`src/verilog/pipe_ctrl_cfg.svh`:
```
`ifndef PIPE_CTRL_CFG_SVH
`define PIPE_CTRL_CFG_SVH

// ------------------------------------------------------------
// Addresses
// ------------------------------------------------------------
`define RESET_PC          32'h0000_0000
`define PC_STEP           32'h0000_0004
`define REG_ZERO          5'h00

// ------------------------------------------------------------
// Multiplier configurations
// ------------------------------------------------------------
`define MUL_NONE          0
`define MUL_EMBEDDED      1
`define MUL_LOGIC         2

// ------------------------------------------------------------
// Cycle counts, whole instruction time
// ------------------------------------------------------------
`define SHIFT_EMB_CYCLES  7'h03
`define SHIFT_LE_CYCLES   7'h04
`define SHIFT_SER_BASE    7'h01
`define MUL_EMB_CYCLES    7'h03
`define MUL_LE_CYCLES     7'h0B
`define DIV_BASE_CYCLES   7'h02

`endif

```
`src/verilog/pipe_pkg.sv`:
```
package pipe_pkg;

	typedef enum logic [3:0] {
		cls_alu        = 4'h0,
		cls_cust_comb  = 4'h1,
		cls_cust_multi = 4'h2,
		cls_rdctl      = 4'h3,
		cls_branch     = 4'h4,
		cls_jump       = 4'h5,
		cls_flush      = 4'h6,
		cls_cache      = 4'h7,
		cls_load       = 4'h8,
		cls_store      = 4'h9,
		cls_mul        = 4'hA,
		cls_div        = 4'hB,
		cls_shift      = 4'hC
	} insn_class_e;

	typedef enum logic [1:0] {
		mc_shift = 2'h0,
		mc_mul   = 2'h1,
		mc_div   = 2'h2
	} mc_op_e;

	typedef struct packed {
		logic        req;
		logic        have;
		logic        drop;
		logic [31:0] pc;
		logic [31:0] redir;
		logic [31:0] insn;
	} fetch_s;

	typedef struct packed {
		logic        valid;
		logic [31:0] pc;
		logic [31:0] insn;
	} dec_s;

	typedef struct packed {
		logic        valid;
		insn_class_e cls;
		logic [4:0]  dst;
		logic        wr;
		logic [31:0] pc;
		logic        pred;
		logic [31:0] alt;
	} exe_s;

	typedef struct packed {
		logic        valid;
		insn_class_e cls;
		logic [4:0]  dst;
		logic        wr;
		logic        mispred;
		logic [31:0] target;
		logic        bus;
	} mem_s;

	typedef struct packed {
		logic       valid;
		logic [4:0] dst;
		logic       wr;
	} wb_s;

	typedef struct packed {
		fetch_s f;
		dec_s   d;
		exe_s   e;
		mem_s   m;
		wb_s    w;
	} pipe_s;

	typedef struct packed {
		logic [6:0] cnt;
	} mc_s;

endpackage

```
`src/verilog/ctl_if.sv`:
```
`timescale 1ns/1ps
`default_nettype none

interface ctl_if;
	logic                 start;
	pipe_pkg::mc_op_e     op;
	logic [4:0]           shamt;
	logic [5:0]           div_bits;
	logic                 busy;
	logic                 is_branch;
	logic [31:0]          pc;
	logic [31:0]          offset;
	logic                 take;
	logic [31:0]          take_pc;
	logic [31:0]          alt_pc;

	modport ctl (output start, op, shamt, div_bits, is_branch, pc, offset,
		input busy, take, take_pc, alt_pc);
	modport mc (input start, op, shamt, div_bits, output busy);
	modport bp (input is_branch, pc, offset, output take, take_pc, alt_pc);
endinterface

`default_nettype wire

```
`src/verilog/multicycle_unit.sv`:
```
`timescale 1ns/1ps
`default_nettype none
`include "pipe_ctrl_cfg.svh"

module multicycle_unit #(
	parameter int MUL_KIND = `MUL_EMBEDDED
) (
	// Clock and reset
	input  wire logic clk,
	input  wire logic arst_n,
	// Control side
	ctl_if.mc         ctl
);

	if (MUL_KIND < `MUL_NONE || MUL_KIND > `MUL_LOGIC) begin : g_bad_kind
		$error("multiplier kind out of range");
	end

	pipe_pkg::mc_s st;
	pipe_pkg::mc_s next_st;
	logic [6:0]    total;

	// ------------------------------------------------------------
	// Whole instruction time per operation
	// ------------------------------------------------------------
	always_comb begin
		total = 7'h01;
		unique case (ctl.op)
			pipe_pkg::mc_shift: begin
				if (MUL_KIND == `MUL_NONE)
					total = `SHIFT_SER_BASE + {2'h0, ctl.shamt};
				else if (MUL_KIND == `MUL_EMBEDDED)
					total = `SHIFT_EMB_CYCLES;
				else
					total = `SHIFT_LE_CYCLES;
			end
			pipe_pkg::mc_mul: begin
				if (MUL_KIND == `MUL_LOGIC)
					total = `MUL_LE_CYCLES;
				else
					total = `MUL_EMB_CYCLES;
			end
			pipe_pkg::mc_div: begin
				total = `DIV_BASE_CYCLES + {ctl.div_bits, 1'b0};
			end
			default: total = 7'h01;
		endcase
	end

	// ------------------------------------------------------------
	// Residual stall counter
	// ------------------------------------------------------------
	always_comb begin
		next_st = st;
		if (ctl.start)
			next_st.cnt = total - 7'h01;
		else if (st.cnt != 7'h00)
			next_st.cnt = st.cnt - 7'h01;
	end

	always_ff @(posedge clk or negedge arst_n) begin
		if (!arst_n)
			st <= '0;
		else
			st <= next_st;
	end

	assign ctl.busy = (st.cnt != 7'h00);

endmodule

`default_nettype wire

```
`src/verilog/branch_predict.sv`:
```
`timescale 1ns/1ps
`default_nettype none
`include "pipe_ctrl_cfg.svh"

module branch_predict (
	// Decode side
	ctl_if.bp bp
);

	// ------------------------------------------------------------
	// Backward taken, forward not taken
	// ------------------------------------------------------------
	logic [31:0] target;
	logic [31:0] fall;

	assign target     = bp.pc + bp.offset;
	assign fall       = bp.pc + `PC_STEP;
	assign bp.take    = bp.is_branch & bp.offset[31];
	// Target for a taken guess, then the address to use if the guess proves wrong
	assign bp.take_pc = target;
	assign bp.alt_pc  = bp.offset[31] ? fall : target;

endmodule

`default_nettype wire

```
`src/verilog/pipeline_control.sv`:
```
`timescale 1ns/1ps
`default_nettype none
`include "pipe_ctrl_cfg.svh"

module pipeline_control #(
	parameter int MUL_KIND = `MUL_EMBEDDED
) (
	// Clock and reset
	input  wire logic                    clk,
	input  wire logic                    arst_n,
	// Instruction bus
	output logic                         ibus_read,
	output logic [31:0]                  ibus_address,
	input  wire logic                    ibus_waitrequest,
	input  wire logic [31:0]             ibus_readdata,
	// Decoder
	output logic [31:0]                  dec_insn,
	output logic [31:0]                  dec_pc,
	input  wire pipe_pkg::insn_class_e   dec_class,
	input  wire logic [4:0]              dec_dst,
	input  wire logic                    dec_wr,
	input  wire logic [4:0]              dec_src_a,
	input  wire logic [4:0]              dec_src_b,
	input  wire logic                    dec_use_a,
	input  wire logic                    dec_use_b,
	input  wire logic [31:0]             dec_offset,
	// Execute datapath
	output logic                         exe_valid,
	output logic [31:0]                  exe_pc,
	input  wire logic                    exe_taken,
	input  wire logic [31:0]             exe_target,
	input  wire logic [4:0]              exe_shamt,
	input  wire logic [5:0]              exe_div_bits,
	// Data bus and custom unit
	output logic                         dbus_read,
	output logic                         dbus_write,
	input  wire logic                    dbus_waitrequest,
	output logic                         ci_active,
	input  wire logic                    ci_stall,
	// Writeback
	output logic                         wb_valid,
	output logic [4:0]                   wb_dst,
	output logic                         wb_wr,
	// Status
	output logic                         stall,
	output logic                         flush
);

	if (MUL_KIND < `MUL_NONE || MUL_KIND > `MUL_LOGIC) begin : g_bad_kind
		$error("multiplier kind out of range");
	end

	// ------------------------------------------------------------
	// State
	// ------------------------------------------------------------
	pipe_pkg::pipe_s st;
	pipe_pkg::pipe_s next_st;

	ctl_if ctl ();

	logic        m_mc;
	logic        m_mem;
	logic        stall_bus;
	logic        stall_mc;
	logic        stall_ci;
	logic        m_flush_cls;
	logic        hazard;
	logic        move_de;
	logic        move_em;
	logic        pred_redirect;
	logic        f_done;
	logic        f_ready;
	logic [31:0] f_word;
	logic        d_free;
	logic        f_take;
	logic        redirect;
	logic [31:0] redirect_pc;

	// ------------------------------------------------------------
	// Class helpers
	// ------------------------------------------------------------
	function automatic logic long_lat(input pipe_pkg::insn_class_e c);
		long_lat = (c == pipe_pkg::cls_load) || (c == pipe_pkg::cls_mul) ||
			(c == pipe_pkg::cls_div) || (c == pipe_pkg::cls_shift) ||
			(c == pipe_pkg::cls_cust_multi);
	endfunction

	function automatic logic is_mc(input pipe_pkg::insn_class_e c);
		is_mc = (c == pipe_pkg::cls_mul) || (c == pipe_pkg::cls_div) ||
			(c == pipe_pkg::cls_shift);
	endfunction

	function automatic logic uses_bus(input pipe_pkg::insn_class_e c);
		uses_bus = (c == pipe_pkg::cls_load) || (c == pipe_pkg::cls_store);
	endfunction

	function automatic logic reads_reg(input logic [4:0] r);
		reads_reg = (r != `REG_ZERO) &&
			((dec_use_a && dec_src_a == r) || (dec_use_b && dec_src_b == r));
	endfunction

	// ------------------------------------------------------------
	// Memory stage stall sources
	// ------------------------------------------------------------
	assign m_mem     = st.m.valid & uses_bus(st.m.cls);
	assign m_mc      = st.m.valid & is_mc(st.m.cls);
	assign stall_bus = m_mem & st.m.bus & dbus_waitrequest;
	assign stall_mc  = m_mc & ctl.busy;
	assign stall_ci  = st.m.valid & (st.m.cls == pipe_pkg::cls_cust_multi) &
		ci_stall;
	// Single-cycle classes match none of these sources, so they never stall
	assign stall     = stall_bus | stall_mc | stall_ci;

	// ------------------------------------------------------------
	// Flush decision, resolved as the instruction leaves memory
	// ------------------------------------------------------------
	// Resolving here means F, D and E hold exactly the three victims
	always_comb begin
		m_flush_cls = 1'b0;
		unique case (st.m.cls)
			pipe_pkg::cls_jump:   m_flush_cls = 1'b1;
			pipe_pkg::cls_flush:  m_flush_cls = 1'b1;
			pipe_pkg::cls_cache:  m_flush_cls = 1'b1;
			pipe_pkg::cls_branch: m_flush_cls = st.m.mispred;
			default:              m_flush_cls = 1'b0;
		endcase
	end

	assign flush = st.m.valid & ~stall & m_flush_cls;

	// ------------------------------------------------------------
	// Decode interlock and stage moves
	// ------------------------------------------------------------
	assign hazard = st.d.valid & (
		(st.e.valid & st.e.wr & long_lat(st.e.cls) & reads_reg(st.e.dst)) |
		(st.m.valid & st.m.wr & long_lat(st.m.cls) & reads_reg(st.m.dst))
	);

	assign move_de       = ~stall & ~flush & st.d.valid & ~hazard;
	assign move_em       = ~stall & ~flush & st.e.valid;
	assign pred_redirect = move_de & ctl.take;
	assign redirect      = flush | pred_redirect;
	assign redirect_pc   = flush ? st.m.target : ctl.take_pc;

	// ------------------------------------------------------------
	// Fetch availability
	// ------------------------------------------------------------
	assign f_done  = st.f.req & ~ibus_waitrequest;
	assign f_ready = st.f.have | (f_done & ~st.f.drop);
	assign f_word  = st.f.have ? st.f.insn : ibus_readdata;
	// Empty decode slot may only be refilled while nothing stalls
	assign d_free  = ~stall & (~st.d.valid | move_de);
	assign f_take  = d_free & ~redirect & f_ready;

	// ------------------------------------------------------------
	// Helper units
	// ------------------------------------------------------------
	assign ctl.is_branch = st.d.valid & (dec_class == pipe_pkg::cls_branch);
	assign ctl.pc        = st.d.pc;
	assign ctl.offset    = dec_offset;
	assign ctl.start     = move_em & is_mc(st.e.cls);
	assign ctl.shamt     = exe_shamt;
	assign ctl.div_bits  = exe_div_bits;

	always_comb begin
		ctl.op = pipe_pkg::mc_shift;
		if (st.e.cls == pipe_pkg::cls_mul)
			ctl.op = pipe_pkg::mc_mul;
		else if (st.e.cls == pipe_pkg::cls_div)
			ctl.op = pipe_pkg::mc_div;
	end

	multicycle_unit #(
		.MUL_KIND (MUL_KIND)
	) u_mc (
		.clk    (clk),
		.arst_n (arst_n),
		.ctl    (ctl.mc)
	);

	branch_predict u_bp (
		.bp (ctl.bp)
	);

	// ------------------------------------------------------------
	// Next state
	// ------------------------------------------------------------
	always_comb begin
		next_st = st;

		// Fetch: an open bus read always runs to completion
		if (f_done) begin
			next_st.f.req = 1'b0;
			if (st.f.drop) begin
				next_st.f.drop = 1'b0;
				next_st.f.pc   = st.f.redir;
				next_st.f.req  = 1'b1;
			end else begin
				next_st.f.have = 1'b1;
				next_st.f.insn = ibus_readdata;
			end
		end
		if (f_take) begin
			next_st.f.have = 1'b0;
			next_st.f.pc   = st.f.pc + `PC_STEP;
			next_st.f.req  = 1'b1;
		end
		if (redirect) begin
			next_st.f.have = 1'b0;
			if (st.f.req & ibus_waitrequest) begin
				// Wrong-path read still open: finish and discard it
				next_st.f.drop  = 1'b1;
				next_st.f.redir = redirect_pc;
			end else begin
				next_st.f.drop = 1'b0;
				next_st.f.pc   = redirect_pc;
				next_st.f.req  = 1'b1;
			end
		end

		// Decode
		if (!stall) begin
			if (flush || pred_redirect)
				next_st.d.valid = 1'b0;
			else if (f_take) begin
				next_st.d.valid = 1'b1;
				next_st.d.pc    = st.f.pc;
				next_st.d.insn  = f_word;
			end else if (move_de)
				next_st.d.valid = 1'b0;
		end

		// Execute
		if (!stall) begin
			next_st.e.valid = move_de;
			if (move_de) begin
				next_st.e.cls  = dec_class;
				next_st.e.dst  = dec_dst;
				next_st.e.wr   = dec_wr;
				next_st.e.pc   = st.d.pc;
				next_st.e.pred = ctl.take;
				next_st.e.alt  = ctl.alt_pc;
			end
		end

		// Memory
		if (!stall) begin
			next_st.m.valid = move_em;
			if (move_em) begin
				next_st.m.cls     = st.e.cls;
				next_st.m.dst     = st.e.dst;
				next_st.m.wr      = st.e.wr;
				next_st.m.mispred = (st.e.cls == pipe_pkg::cls_branch) &&
					(exe_taken != st.e.pred);
				next_st.m.target  = (st.e.cls == pipe_pkg::cls_branch) ?
					st.e.alt : exe_target;
				next_st.m.bus     = uses_bus(st.e.cls);
			end
		end else if (st.m.bus && !dbus_waitrequest)
			next_st.m.bus = 1'b0;

		// Writeback: retires the memory instruction once it leaves
		next_st.w.valid = st.m.valid & ~stall;
		next_st.w.dst   = st.m.dst;
		next_st.w.wr    = st.m.wr & st.m.valid & ~stall;
	end

	always_ff @(posedge clk or negedge arst_n) begin
		if (!arst_n) begin
			st          <= '0;
			st.f.req    <= 1'b1;
			st.f.pc     <= `RESET_PC;
		end else
			st <= next_st;
	end

	// ------------------------------------------------------------
	// Outputs
	// ------------------------------------------------------------
	assign ibus_read    = st.f.req;
	assign ibus_address = st.f.pc;
	assign dec_insn     = st.d.insn;
	assign dec_pc       = st.d.pc;
	assign exe_valid    = st.e.valid;
	assign exe_pc       = st.e.pc;
	assign dbus_read    = m_mem & st.m.bus & (st.m.cls == pipe_pkg::cls_load);
	assign dbus_write   = m_mem & st.m.bus & (st.m.cls == pipe_pkg::cls_store);
	assign ci_active    = st.m.valid & (st.m.cls == pipe_pkg::cls_cust_multi);
	assign wb_valid     = st.w.valid;
	assign wb_dst       = st.w.dst;
	assign wb_wr        = st.w.wr;

endmodule

`default_nettype wire

```
`config.mk`:
```
export PLATFORM = sky130hd
export DESIGN_NAME = pipeline_control
export DESIGN_NICKNAME = d
export VERILOG_FILES = /design/src/verilog/pipe_pkg.sv /design/src/verilog/ctl_if.sv /design/src/verilog/multicycle_unit.sv /design/src/verilog/branch_predict.sv /design/src/verilog/pipeline_control.sv
export VERILOG_INCLUDE_DIRS = /design/src /design/src/verilog
export SDC_FILE = /design/constraint.sdc
export NUM_CORES = 1
export LEC_CHECK = 0
export ABC_AREA = 1
export BUFFER_PORTS_ARGS = -buffer_cell sky130_fd_sc_hd__buf_4
export CAP_MARGIN = 20
export CORE_MARGIN = 2
export CORE_UTILIZATION = 52
export DETAILED_ROUTE_END_ITERATION = 10
export PLACE_DENSITY = 0.83
export SYNTH_ARGS = -nofsm -noshare
export SYNTH_HDL_FRONTEND = slang
export SYNTH_SLANG_ARGS = --single-unit
```
`constraint.sdc`:
```
create_clock -name clk -period 2.4 [get_ports clk]
set_input_delay 0.6 -clock clk [delete_from_list [all_inputs] [get_ports clk]]
set_output_delay 0.6 -clock clk [all_outputs]
set_load 0.01 [all_outputs]
```
# Yosys cells after proc, flatten, opt, wreduce, memory -nomap -nowiden
# Cells that the tools add are included.
[word_totals] register_bits=299 input_bits=135 out_inout_bits=142 word_cells=179
[classes] n_addsub=6 eq_ne=27 n_mux=27 n_bitwise=47 n_reduce_logical=45
[op_table] cell="32-bit 2-to-1 mux" n=8
[op_table] cell="67-bit 2-to-1 mux" n=1
[op_table] cell="32-bit by 3-bit adder with 32-bit output, second input constant" n=2
[op_table] cell="4-bit equality test, second input constant" n=10
[op_table] cell="35-bit 2-to-1 mux" n=1
[op_table] cell="1-bit AND" n=33
[op_table] cell="32-bit adder" n=1
[op_table] cell="4-bit by 3-bit equality test with 1-bit output, second input constant" n=6
[op_table] cell="5-bit equality test" n=4
[op_table] cell="1-bit logical OR" n=17
[op_table] cell="7-bit 2-to-1 mux" n=2
[op_table] cell="7-bit one-hot mux with 2 select lines" n=1
[op_table] cell="2-bit AND reduction" n=7
[op_table] cell="7-bit by 1-bit subtractor with 7-bit output, second input constant" n=2
[op_table] cell="1-bit 2-to-1 mux" n=10
[op_table] cell="5-bit nonzero test" n=2
[op_table] cell="4-bit by 2-bit equality test with 1-bit output, second input constant" n=2
[op_table] cell="1-bit logical AND" n=8
[op_table] cell="1-bit inverter" n=8
[op_table] cell="2-bit by 7-bit adder with 7-bit output, first input constant" n=1
[op_table] cell="7-bit nonzero test" n=1
[op_table] cell="2-bit 2-to-1 mux" n=3
[op_table] cell="1-bit bitwise OR" n=6
[op_table] cell="2-bit nonzero test" n=3
[op_table] cell="12 further kinds" n=13

# Depth between registers and ports, before layout
# Gate-level depths: netlist of run 1.
[logic_depth] word_depth=22 depth_mapped=18

# Hierarchy
# A second synthesis of run 1 with hierarchy kept.
[unflattened] hier_cells=2586 hier_area_um2=18900.6
[by_module_without_submodules] mod="pipeline_control" instances=1 cells_each=1768 area_each_um2=14685.3 seq_area_each_um2=7308.3
[by_module_without_submodules] mod="branch_predict" instances=1 cells_each=735 area_each_um2=3668.5 seq_area_each_um2=0.0
[by_module_without_submodules] mod="multicycle_unit" instances=1 cells_each=83 area_each_um2=546.8 seq_area_each_um2=175.2

# Least setup slack after synthesis of run 1
# OpenSTA, ideal clock, no wires.
[synth_timing] path_type="input-to-reg" startpoint="input dec_offset[0]" endpoint="register st[253] (netlist name)" setup_ps=119 t_arrival_ps=2401 required_time_ps=2281 setup_slack_ps=-120 stages=13 path_buffers=0 cell_sequence="ha_1 > inv_1 > fa_1 > nand3b_1 > nand2_1 > a21oi_1 > o21ai_0 > nand3_1 > nand2_1 > nand2_1 > nand3_1 > o21ai_0 > o21a_1"
[synth_between] elab_chain_cells=2
[synth_lines] item="start, declared" line_no="pipeline_control.sv:26" text="input wire logic [31:0] dec_offset,"
[synth_lines] item="32-bit adder" line_no="branch_predict.sv:16" text="assign target = bp.pc + bp.offset;"
[synth_lines] item="32-bit 2-to-1 mux" line_no="pipeline_control.sv:143" text="assign redirect_pc = flush ? st.m.target : ctl.take_pc;"
[synth_lines] item="end signal, assigned" line_no="pipeline_control.sv:274" text="st <= next_st;"
[synth_lines] item="end, declared" line_no="pipeline_control.sv:56" text="pipe_pkg::pipe_s st;"
# Every way passes these cells.
# A chain may end at the register's enable or synchronous reset.

# Worst setup path in the final report of run 1
[layout_timing] startpoint="register u_mc.st[1] (netlist name)" endpoint="output flush"
[layout_between] elab_chain_cells=7
[layout_lines] item="start, declared" line_no="multicycle_unit.sv:19" text="pipe_pkg::mc_s st;"
[layout_lines] item="start signal, assigned" line_no="multicycle_unit.sv:65" text="st <= next_st;"
[layout_lines] item="7-bit nonzero test" line_no="multicycle_unit.sv:68" text="assign ctl.busy = (st.cnt != 7'h00);"
[layout_lines] item="1-bit AND" line_no="pipeline_control.sv:108" text="assign stall_mc = m_mc & ctl.busy;"
[layout_lines] item="1-bit bitwise OR (2 in series)" line_no="pipeline_control.sv:112" text="assign stall = stall_bus | stall_mc | stall_ci;"
[layout_lines] item="1-bit inverter (no line)"
[layout_lines] item="1-bit AND (2 in series)" line_no="pipeline_control.sv:129" text="assign flush = st.m.valid & ~stall & m_flush_cls;"
[layout_lines] item="end, declared" line_no="pipeline_control.sv:46" text="output logic flush"
# Every way passes these cells.

==> impl_metrics.env, run 1 <==
export IMPL_status="finished with violations"
export IMPL_violations="negative setup slack"
export IMPL_area_growth_pct=36.0
export IMPL_start_util=0.525
export IMPL_clockBufferDepth=3
export IMPL_dieArea_sq_um=36200
export IMPL_worstPathRequired_ps=1800
export IMPL_vdd_ir_drop_worst_v=0.000968
export IMPL_gp_congestion=0.980
export IMPL_synth_seq_cells=299
export IMPL_finalHoldViolations=0
export IMPL_first_pass_iters=9
export IMPL_insertion_delay_ps=550
export IMPL_grt_overflow=0
export IMPL_yosysSeqAreaShare=0.414
export IMPL_ios=277
export IMPL_power_density_nw_per_um2=1640
export IMPL_worst_path_max_delay_cell="dfrtp_1"
export IMPL_grt_total_usage=0.354
export IMPL_power_frac_seq=0.237
export IMPL_antenna_cells=0
export IMPL_yosys_warnings=0
export IMPL_antenna_found_initial=0
export IMPL_drv_cap=0
export IMPL_postSynthCellCount=2388
export IMPL_root_buffer="clkbuf_16"
export IMPL_holdWs_ps=262
export IMPL_p_sw_frac=0.462
export IMPL_port_buffers=271
export IMPL_clock_fmax_ghz=0.374
export IMPL_drc=0
export IMPL_syn_area_per_cell_sq_um=7.56
export IMPL_crit_path_end_kind="output pin"
export IMPL_ys_types=47
export IMPL_grt_pass1_vias=17700
export IMPL_first_iter_violations=2098
export IMPL_setup_viol=143
export IMPL_dp_final_hpwl_mm=48.3
export IMPL_tns_ps=-18990
export IMPL_rows=68
export IMPL_synth_nets=2559
export IMPL_synth_area_sq_um=18100
export IMPL_clkTransAtPathRegs_ps=60
export IMPL_grt_max_degree=79
export IMPL_worst_path_max_fanout=4
export IMPL_postRouteWirelength_mm=69.6
export IMPL_fin_nets=2957
export IMPL_crit_arrival_ps=2070
export IMPL_cts_tree="yes"
export IMPL_skew_ps=32.2
export IMPL_htreeDepth=2
export IMPL_grt_pass1_wl_mm=98.8
export IMPL_slew_headroom=0.587
export IMPL_slowest_delay_ps=380
export IMPL_crit_type="reg2out"
export IMPL_p_sw_uw=18700
export IMPL_core_region_area_sq_um=34400
export IMPL_maxSlewViolCount=0
export IMPL_cts_made_buffers=35
export IMPL_drive_above_1_share=0.330
export IMPL_hp_class="in2reg"
export IMPL_comb_power_share=0.625
export IMPL_setup_ws_ps=-273
export IMPL_clock_sinks=299
export IMPL_dieHeight_um=190
export IMPL_startpoint_type="flip-flop"
export IMPL_p_int_uw=21700
export IMPL_die_w_um=190
export IMPL_rsz0062_at_grt="yes"
export IMPL_vias_per_cell=5.80
export IMPL_path_cells="inv_1, nand2_1, nor2_1, nand2_1, nand3_4, nand4_4, buf_12, inv_6, buf_12, buf_6"
export IMPL_period_share=1.11
export IMPL_dp_cells=3143
export IMPL_leakage_uw=0.0122
export IMPL_vias=19000
export IMPL_postRouteAntennaNets=0
export IMPL_tightest_slew_ps=618
export IMPL_fin_cells=3267
export IMPL_clockPowerShare=0.138
export IMPL_min_period_ps=2670
export IMPL_avgRoutedWirePerCell_um=21.3
-- cell usage after synthesis, drive strengths merged --
cell type  count  area, sq um
or2            8         50.1
o21a           3         22.5
a22oi          4         30.0
o21bai        13         97.6
nand2        640         2410
xnor2          7         61.3
nor3b          1         7.51
dfstp          1         26.3
o311ai         1         8.76
inv          256          961
a21oi         39          195
nor2         176          703
a21boi         3         22.5
buf          180         1250
mux2i         11          110
ha            35          438
nand3b         6         45.0
nor4           8         50.1
o31ai          2         15.0
nor3          30          160
o22ai          2         12.5
nand4         21          138
o211ai        30          230
o21ai        277         1390
a31oi         55          344
xor2          55          482
mux2          33          372
fa             1         20.0
a21o           4         30.0
o32ai          1         8.76
clkbuf        45          169
nand3        141          733
and3b          1         8.76
dfrtp        298         7460
-- layout by cell type (no fill, tap or decap), types with 6 or more instances in the layout --
| cell | n |
|---|---|
| clkbuf_16 | 46 |
| inv_1 | 242 |
| dfrtp_2 | 8 |
| nor2_4 | 15 |
| mux2i_1 | 10 |
| buf_12 | 22 |
| dfrtp_1 | 290 |
| or2_2 | 8 |
| xnor2_1 | 6 |
| ha_1 | 18 |
| o21bai_1 | 12 |
| nand3b_1 | 6 |
| o21ai_1 | 65 |
| nand2_1 | 573 |
| clkbuf_1 | 9 |
| a21oi_1 | 28 |
| clkbuf_8 | 6 |
| a31oi_1 | 53 |
| nor2_2 | 32 |
| nor4_1 | 7 |
| nand3_4 | 10 |
| nor3_1 | 23 |
| nor2_1 | 129 |
| o21ai_0 | 186 |
| mux2_2 | 33 |
| inv_2 | 12 |
| ha_4 | 12 |
| buf_4 | 525 |
| o21ai_2 | 21 |
| nand4_1 | 20 |
| nand3_1 | 106 |
| nand2_2 | 57 |
| o211ai_1 | 29 |
| a21oi_2 | 9 |
| buf_6 | 22 |
| nand3_2 | 25 |
| xor2_1 | 51 |
| nand2_4 | 10 |
-- repair_timing --
item / CTS / global route
pin swaps: 34 / 70
setup buffers: 11 / 42
hold buffers: 1 / 0
setup endpoints to repair: 57 / 153
gates cloned: 1 / 12
endpoints found under the hold margin: 37 / 0
gates resized for setup: 104 / 257
-- per-stage QoR --
stage          total power, uW  setup slack (ps)   util  instance area [sq um]
2_1_floorplan            21200              1.69      -                  18100
3_3_place_gp             28800              -514  0.623                  21400
3_5_place_dp             29500              -532  0.623                  21400
4_1_cts                  36100              -208  0.670                  23000
5_1_grt                  42400              -390  0.715                  24600
6_report                 40300              -273  0.715                  24600
-- routing by layer --
metal  part of all wire  track usage  wire, um
met4              0.054        0.141      3740
met3               0.11       0.0819      7420
met2               0.46        0.569     31800
met5                  0            0         0
met1               0.38        0.461     26700
-- worst max-delay path: cells and delay by family (launching register included) --
family	cells	cell delay [ps]
and+or+nand+nor	5	620
buffers and inverters	5	530
DFF	1	380
-- power by group through the flow --
stage               combinational, uW  clock, uW  sequential [uW]
floorplan                       12200          0             8940
global placement                19600          0             9220
detailed placement              20100          0             9360
CTS                             21200       5570             9320
global route                    26900       5790             9770
finish                          25200       5570             9570
-- kinds of logic after synthesis --
logic type      after synthesis  synth area share
xor+xnor                     62            0.0301
mux                          44            0.0267
fa+ha+maj                    36            0.0254
buf+inv                     481             0.132
simple gates               1032             0.239
flops                       299             0.414
compound gates              434             0.133
-- cell type report --
class                   count  area (sq um)
inverters                 256           973
clock buffers              50           992
flip-flops and latches    299          7490
repair buffers            586          5030
well taps                 455           569
fillers                  2520          9810
clock inverters            13           191
multi-input cells        1608          9310
-- path summary, 6_finish.rpt --
| path | startpoint | end | slack (ps) | depth (start not counted) |
|---|---|---|---|---|
| min in group asynchronous | arst_n | exe_pc[28] | 560 | 2 |
| max in group asynchronous | arst_n | st[47] | 1110 | 3 |
| setup reg to reg | dec_pc[0] | ibus_address[26] | -260 | 19 |
| setup / recovery | u_mc.st[1] | flush | -270 | 10 |
| hold reg to reg | next_st[2] | wb_dst[1] | 440 | 0 |
| hold / removal | dec_dst[0] | st[118] | 260 | 3 |
-- sequential cells by signal, summed over array words and instances (netlist names) --
| name | count |
|---|---|
| next_st | 5 |
| ibus_address | 32 |
| wb_dst | 5 |
| exe_valid | 1 |
| wb_wr | 1 |
| exe_pc | 32 |
| dec_pc | 32 |
| dec_insn | 32 |
| u_mc.st | 7 |
| ibus_read | 1 |
| wb_valid | 1 |
| st | 150 |
Power figures use the tool's default switching activity.
==> run 2: changes to the inputs <==
--- a/config.mk
+++ b/config.mk
@@ -6,13 +6,13 @@
 export SDC_FILE = /design/constraint.sdc
 export NUM_CORES = 1
 export LEC_CHECK = 0
-export ABC_AREA = 1
+export ABC_AREA = 0
 export BUFFER_PORTS_ARGS = -buffer_cell sky130_fd_sc_hd__buf_4
 export CAP_MARGIN = 20
 export CORE_MARGIN = 2
-export CORE_UTILIZATION = 52
+export CORE_UTILIZATION = 40
 export DETAILED_ROUTE_END_ITERATION = 10
-export PLACE_DENSITY = 0.83
+export PLACE_DENSITY = 0.68
 export SYNTH_ARGS = -nofsm -noshare
 export SYNTH_HDL_FRONTEND = slang
 export SYNTH_SLANG_ARGS = --single-unit
==> run 2 against run 1 <==
- the flow still finishes with violations (negative setup slack)
- flip-flop and latch count unchanged
- die area grew 21%
- total power is 5.5% lower
- wire length fell by 3.3%
- utilization fell by 8.6 points
- count of clock-buffer cells in the layout up 1
- sequential share of layout area fell by 2.0 points
- sequential power barely moved
- global-route usage fell by 7.4 points
- setup slack lost 250 ps
- combinational power decreased by 8.3%
==> impl_metrics.env, run 2 <==
export IMPL_die_w_um=209
export IMPL_grt_pass1_vias=16200
export IMPL_syn_area_per_cell_sq_um=9.17
export IMPL_tightest_slew_ps=936
export IMPL_area_growth_pct=56.2
export IMPL_grt_total_usage=0.280
export IMPL_met1_usage=0.373
export IMPL_port_buffers=271
export IMPL_hp_class="in2reg"
export IMPL_first_pass_iters=7
export IMPL_setup_viol=226
export IMPL_synth_seq_cells=299
export IMPL_root_buffer="clkbuf_16"
export IMPL_grt_overflow=0
export IMPL_dp_final_hpwl_mm=40.0
export IMPL_yosys_warnings=0
export IMPL_crit_path_end_kind="flip-flop"
export IMPL_min_period_ps=2920
export IMPL_vdd_ir_drop_worst_v=0.000717
export IMPL_dieArea_sq_um=43700
export IMPL_clockBufferDepth=3
export IMPL_dieHeight_um=209
export IMPL_slew_headroom=0.376
export IMPL_cts_tree="yes"
export IMPL_synth_nets=2005
export IMPL_grt_use_met3=0.0619
export IMPL_worst_path_max_fanout=3
export IMPL_rows=75
export IMPL_regMostFlops="st"
export IMPL_num_fill_cells=3034
export IMPL_final_cell_mix="buf_4, dfrtp_1, nand2_1"
export IMPL_postRouteAntennaNets=0
export IMPL_skew_ps=15.2
export IMPL_mostFrequentLayoutCell="buf_4"
export IMPL_drv_cap=0
export IMPL_maxSlewViolCount=0
export IMPL_synth_top_cell_by_area="dfrtp_1"
export IMPL_yosysTopAreaCellShare=0.443
export IMPL_setup_ws_ps=-521
export IMPL_cts_made_buffers=35
export IMPL_gp_congestion=0.961
export IMPL_vias_per_cell=5.76
export IMPL_tns_ps=-62150
export IMPL_synth_top_cells_by_count="nand2_1, dfrtp_1, o21ai_0, buf_4, mux2i_1"
export IMPL_largest_reg_flops=150
export IMPL_ys_types=80
export IMPL_ios=277
export IMPL_ys_flop_type="dfrtp_1"
export IMPL_synth_most_common_cell="nand2_1"
export IMPL_startpoint_type="flip-flop"
export IMPL_synthTopCellsByArea="dfrtp_1, nand2_1, buf_4"
export IMPL_synth_edf_count=0
export IMPL_power_density_nw_per_um2=1450
export IMPL_grt_pass1_wl_mm=94.9
export IMPL_start_util=0.403
export IMPL_postSynthCellCount=1834
export IMPL_status="finished with violations"
export IMPL_drive_above_1_share=0.516
export IMPL_core_region_area_sq_um=41800
export IMPL_grtUsageMet2=0.427
export IMPL_antenna_found_initial=1
export IMPL_post_place_ws_ps=-798
export IMPL_violations="negative setup slack"
export IMPL_async_reset_ff_frac=1.00
export IMPL_drc=0
export IMPL_yosysSeqAreaShare=0.445
export IMPL_first_iter_violations=1873
export IMPL_clkTransAtPathRegs_ps=60
export IMPL_crit_type="reg2reg"
export IMPL_leakage_uw=0.0122
export IMPL_finalHoldViolations=0
export IMPL_gr_max_usage_layer="met2"
export IMPL_crit_arrival_ps=3320
export IMPL_synth_area_sq_um=16800
export IMPL_clock_fmax_ghz=0.342
export IMPL_avgRoutedWirePerCell_um=23.4
export IMPL_postRouteWirelength_mm=67.3
export IMPL_grt_max_degree=80
export IMPL_clock_sinks=299
export IMPL_insertion_delay_ps=560
export IMPL_rsz0062_at_grt="yes"
export IMPL_vias=16600
export IMPL_worstPathRequired_ps=2800
export IMPL_period_share=1.22
export IMPL_fin_nets=2486
export IMPL_htreeDepth=2
## run 2: changes by cell type in the layout (fill, tap and decap cells not counted), sizes merged, moves of 88 or more
cell / before / now
inv: 258 / 22
mux2i: 11 / 99
nand2: 640 / 432
nand3: 141 / 33
nor2: 176 / 59
o21ai: 277 / 187
## run 2: per-stage QoR
stage,util,instances,area [sq um],hold slack [ps],power (uW)
5_1_grt,0.629,2879,26300,261,39800
6_report,0.629,2880,26300,248,38100
3_3_place_gp,0.498,2680,20800,458,24500
2_1_floorplan,-,1834,17400,304,18800
3_5_place_dp,0.498,2680,20800,464,24900
4_1_cts,0.591,2847,24700,232,34400
## run 2: power by group
part | total (uW) | internal (uW) | switching [uW]
clock | 5410 | 3160 | 2250
combinational | 23100 | 11300 | 11800
sequential | 9590 | 7390 | 2200
## run 2: worst paths after layout
check / start / to / slack (ps) / cells after the start
setup / recovery: dec_pc[7] / st[255] / -520 / 11
hold / removal: dec_dst[3] / st[121] / 250 / 3
setup reg to reg: dec_pc[7] / st[255] / -520 / 11
hold reg to reg: st[9] / st[9] / 480 / 2
max in group asynchronous: arst_n / dec_insn[24] / 980 / 3
min in group asynchronous: arst_n / dec_pc[19] / 580 / 2
## run 2: what timing repair did
action	in CTS	in global routing
gates resized for setup	440	362
setup endpoints to repair	251	259
hold endpoints to repair	26	0
gates cloned	36	8
setup buffers	75	54
hold buffers	1	0
pin swaps	246	125
## run 2: final cells by class
cell class                 count  area, sq um  share of cell area
clock inverter                11          121             0.00462
multi-input combinational   1292        10400               0.398
antenna                        1         2.50           0.0000953
tap                          539          674              0.0257
sequential                   299         7490               0.285
clock buffer                  51         1020              0.0387
timing repair buffer         668         6440               0.245
inverter                      19         78.8             0.00300
## run 2: layer usage
layer  vias up  wire, um
met5         -         0
met4         0      4110
met3       279      6270
met2       963     30800
met1      8130     26100
li1       7209         -
## run 2: cell families (layout without fill, tap and decap cells)
group                      count (synthesis)  in the layout  synth area share
adders and majority gates                 36             36            0.0272
AOI/OAI and AO/OA                        376            377             0.138
DFF                                      299            299             0.445
buffers and inverters                    247            749            0.0873
muxes                                    147            148            0.0918
other                                      0              1                 0
xor gates and xnor gates                  85             85            0.0443
and+or+nand+nor                          644            646             0.167
## run 2: critical path: stages, from the launching register on
cell      delay [ps]
dfrtp_1          450
ha_4             260
a21o_4           220
a311oi_4         260
buf_4            190
o21ai_4           70
o31a_1           310
a21oi_2          250
o21ai_2          100
xor2_1           160
mux2i_1          330
mux2i_1          160
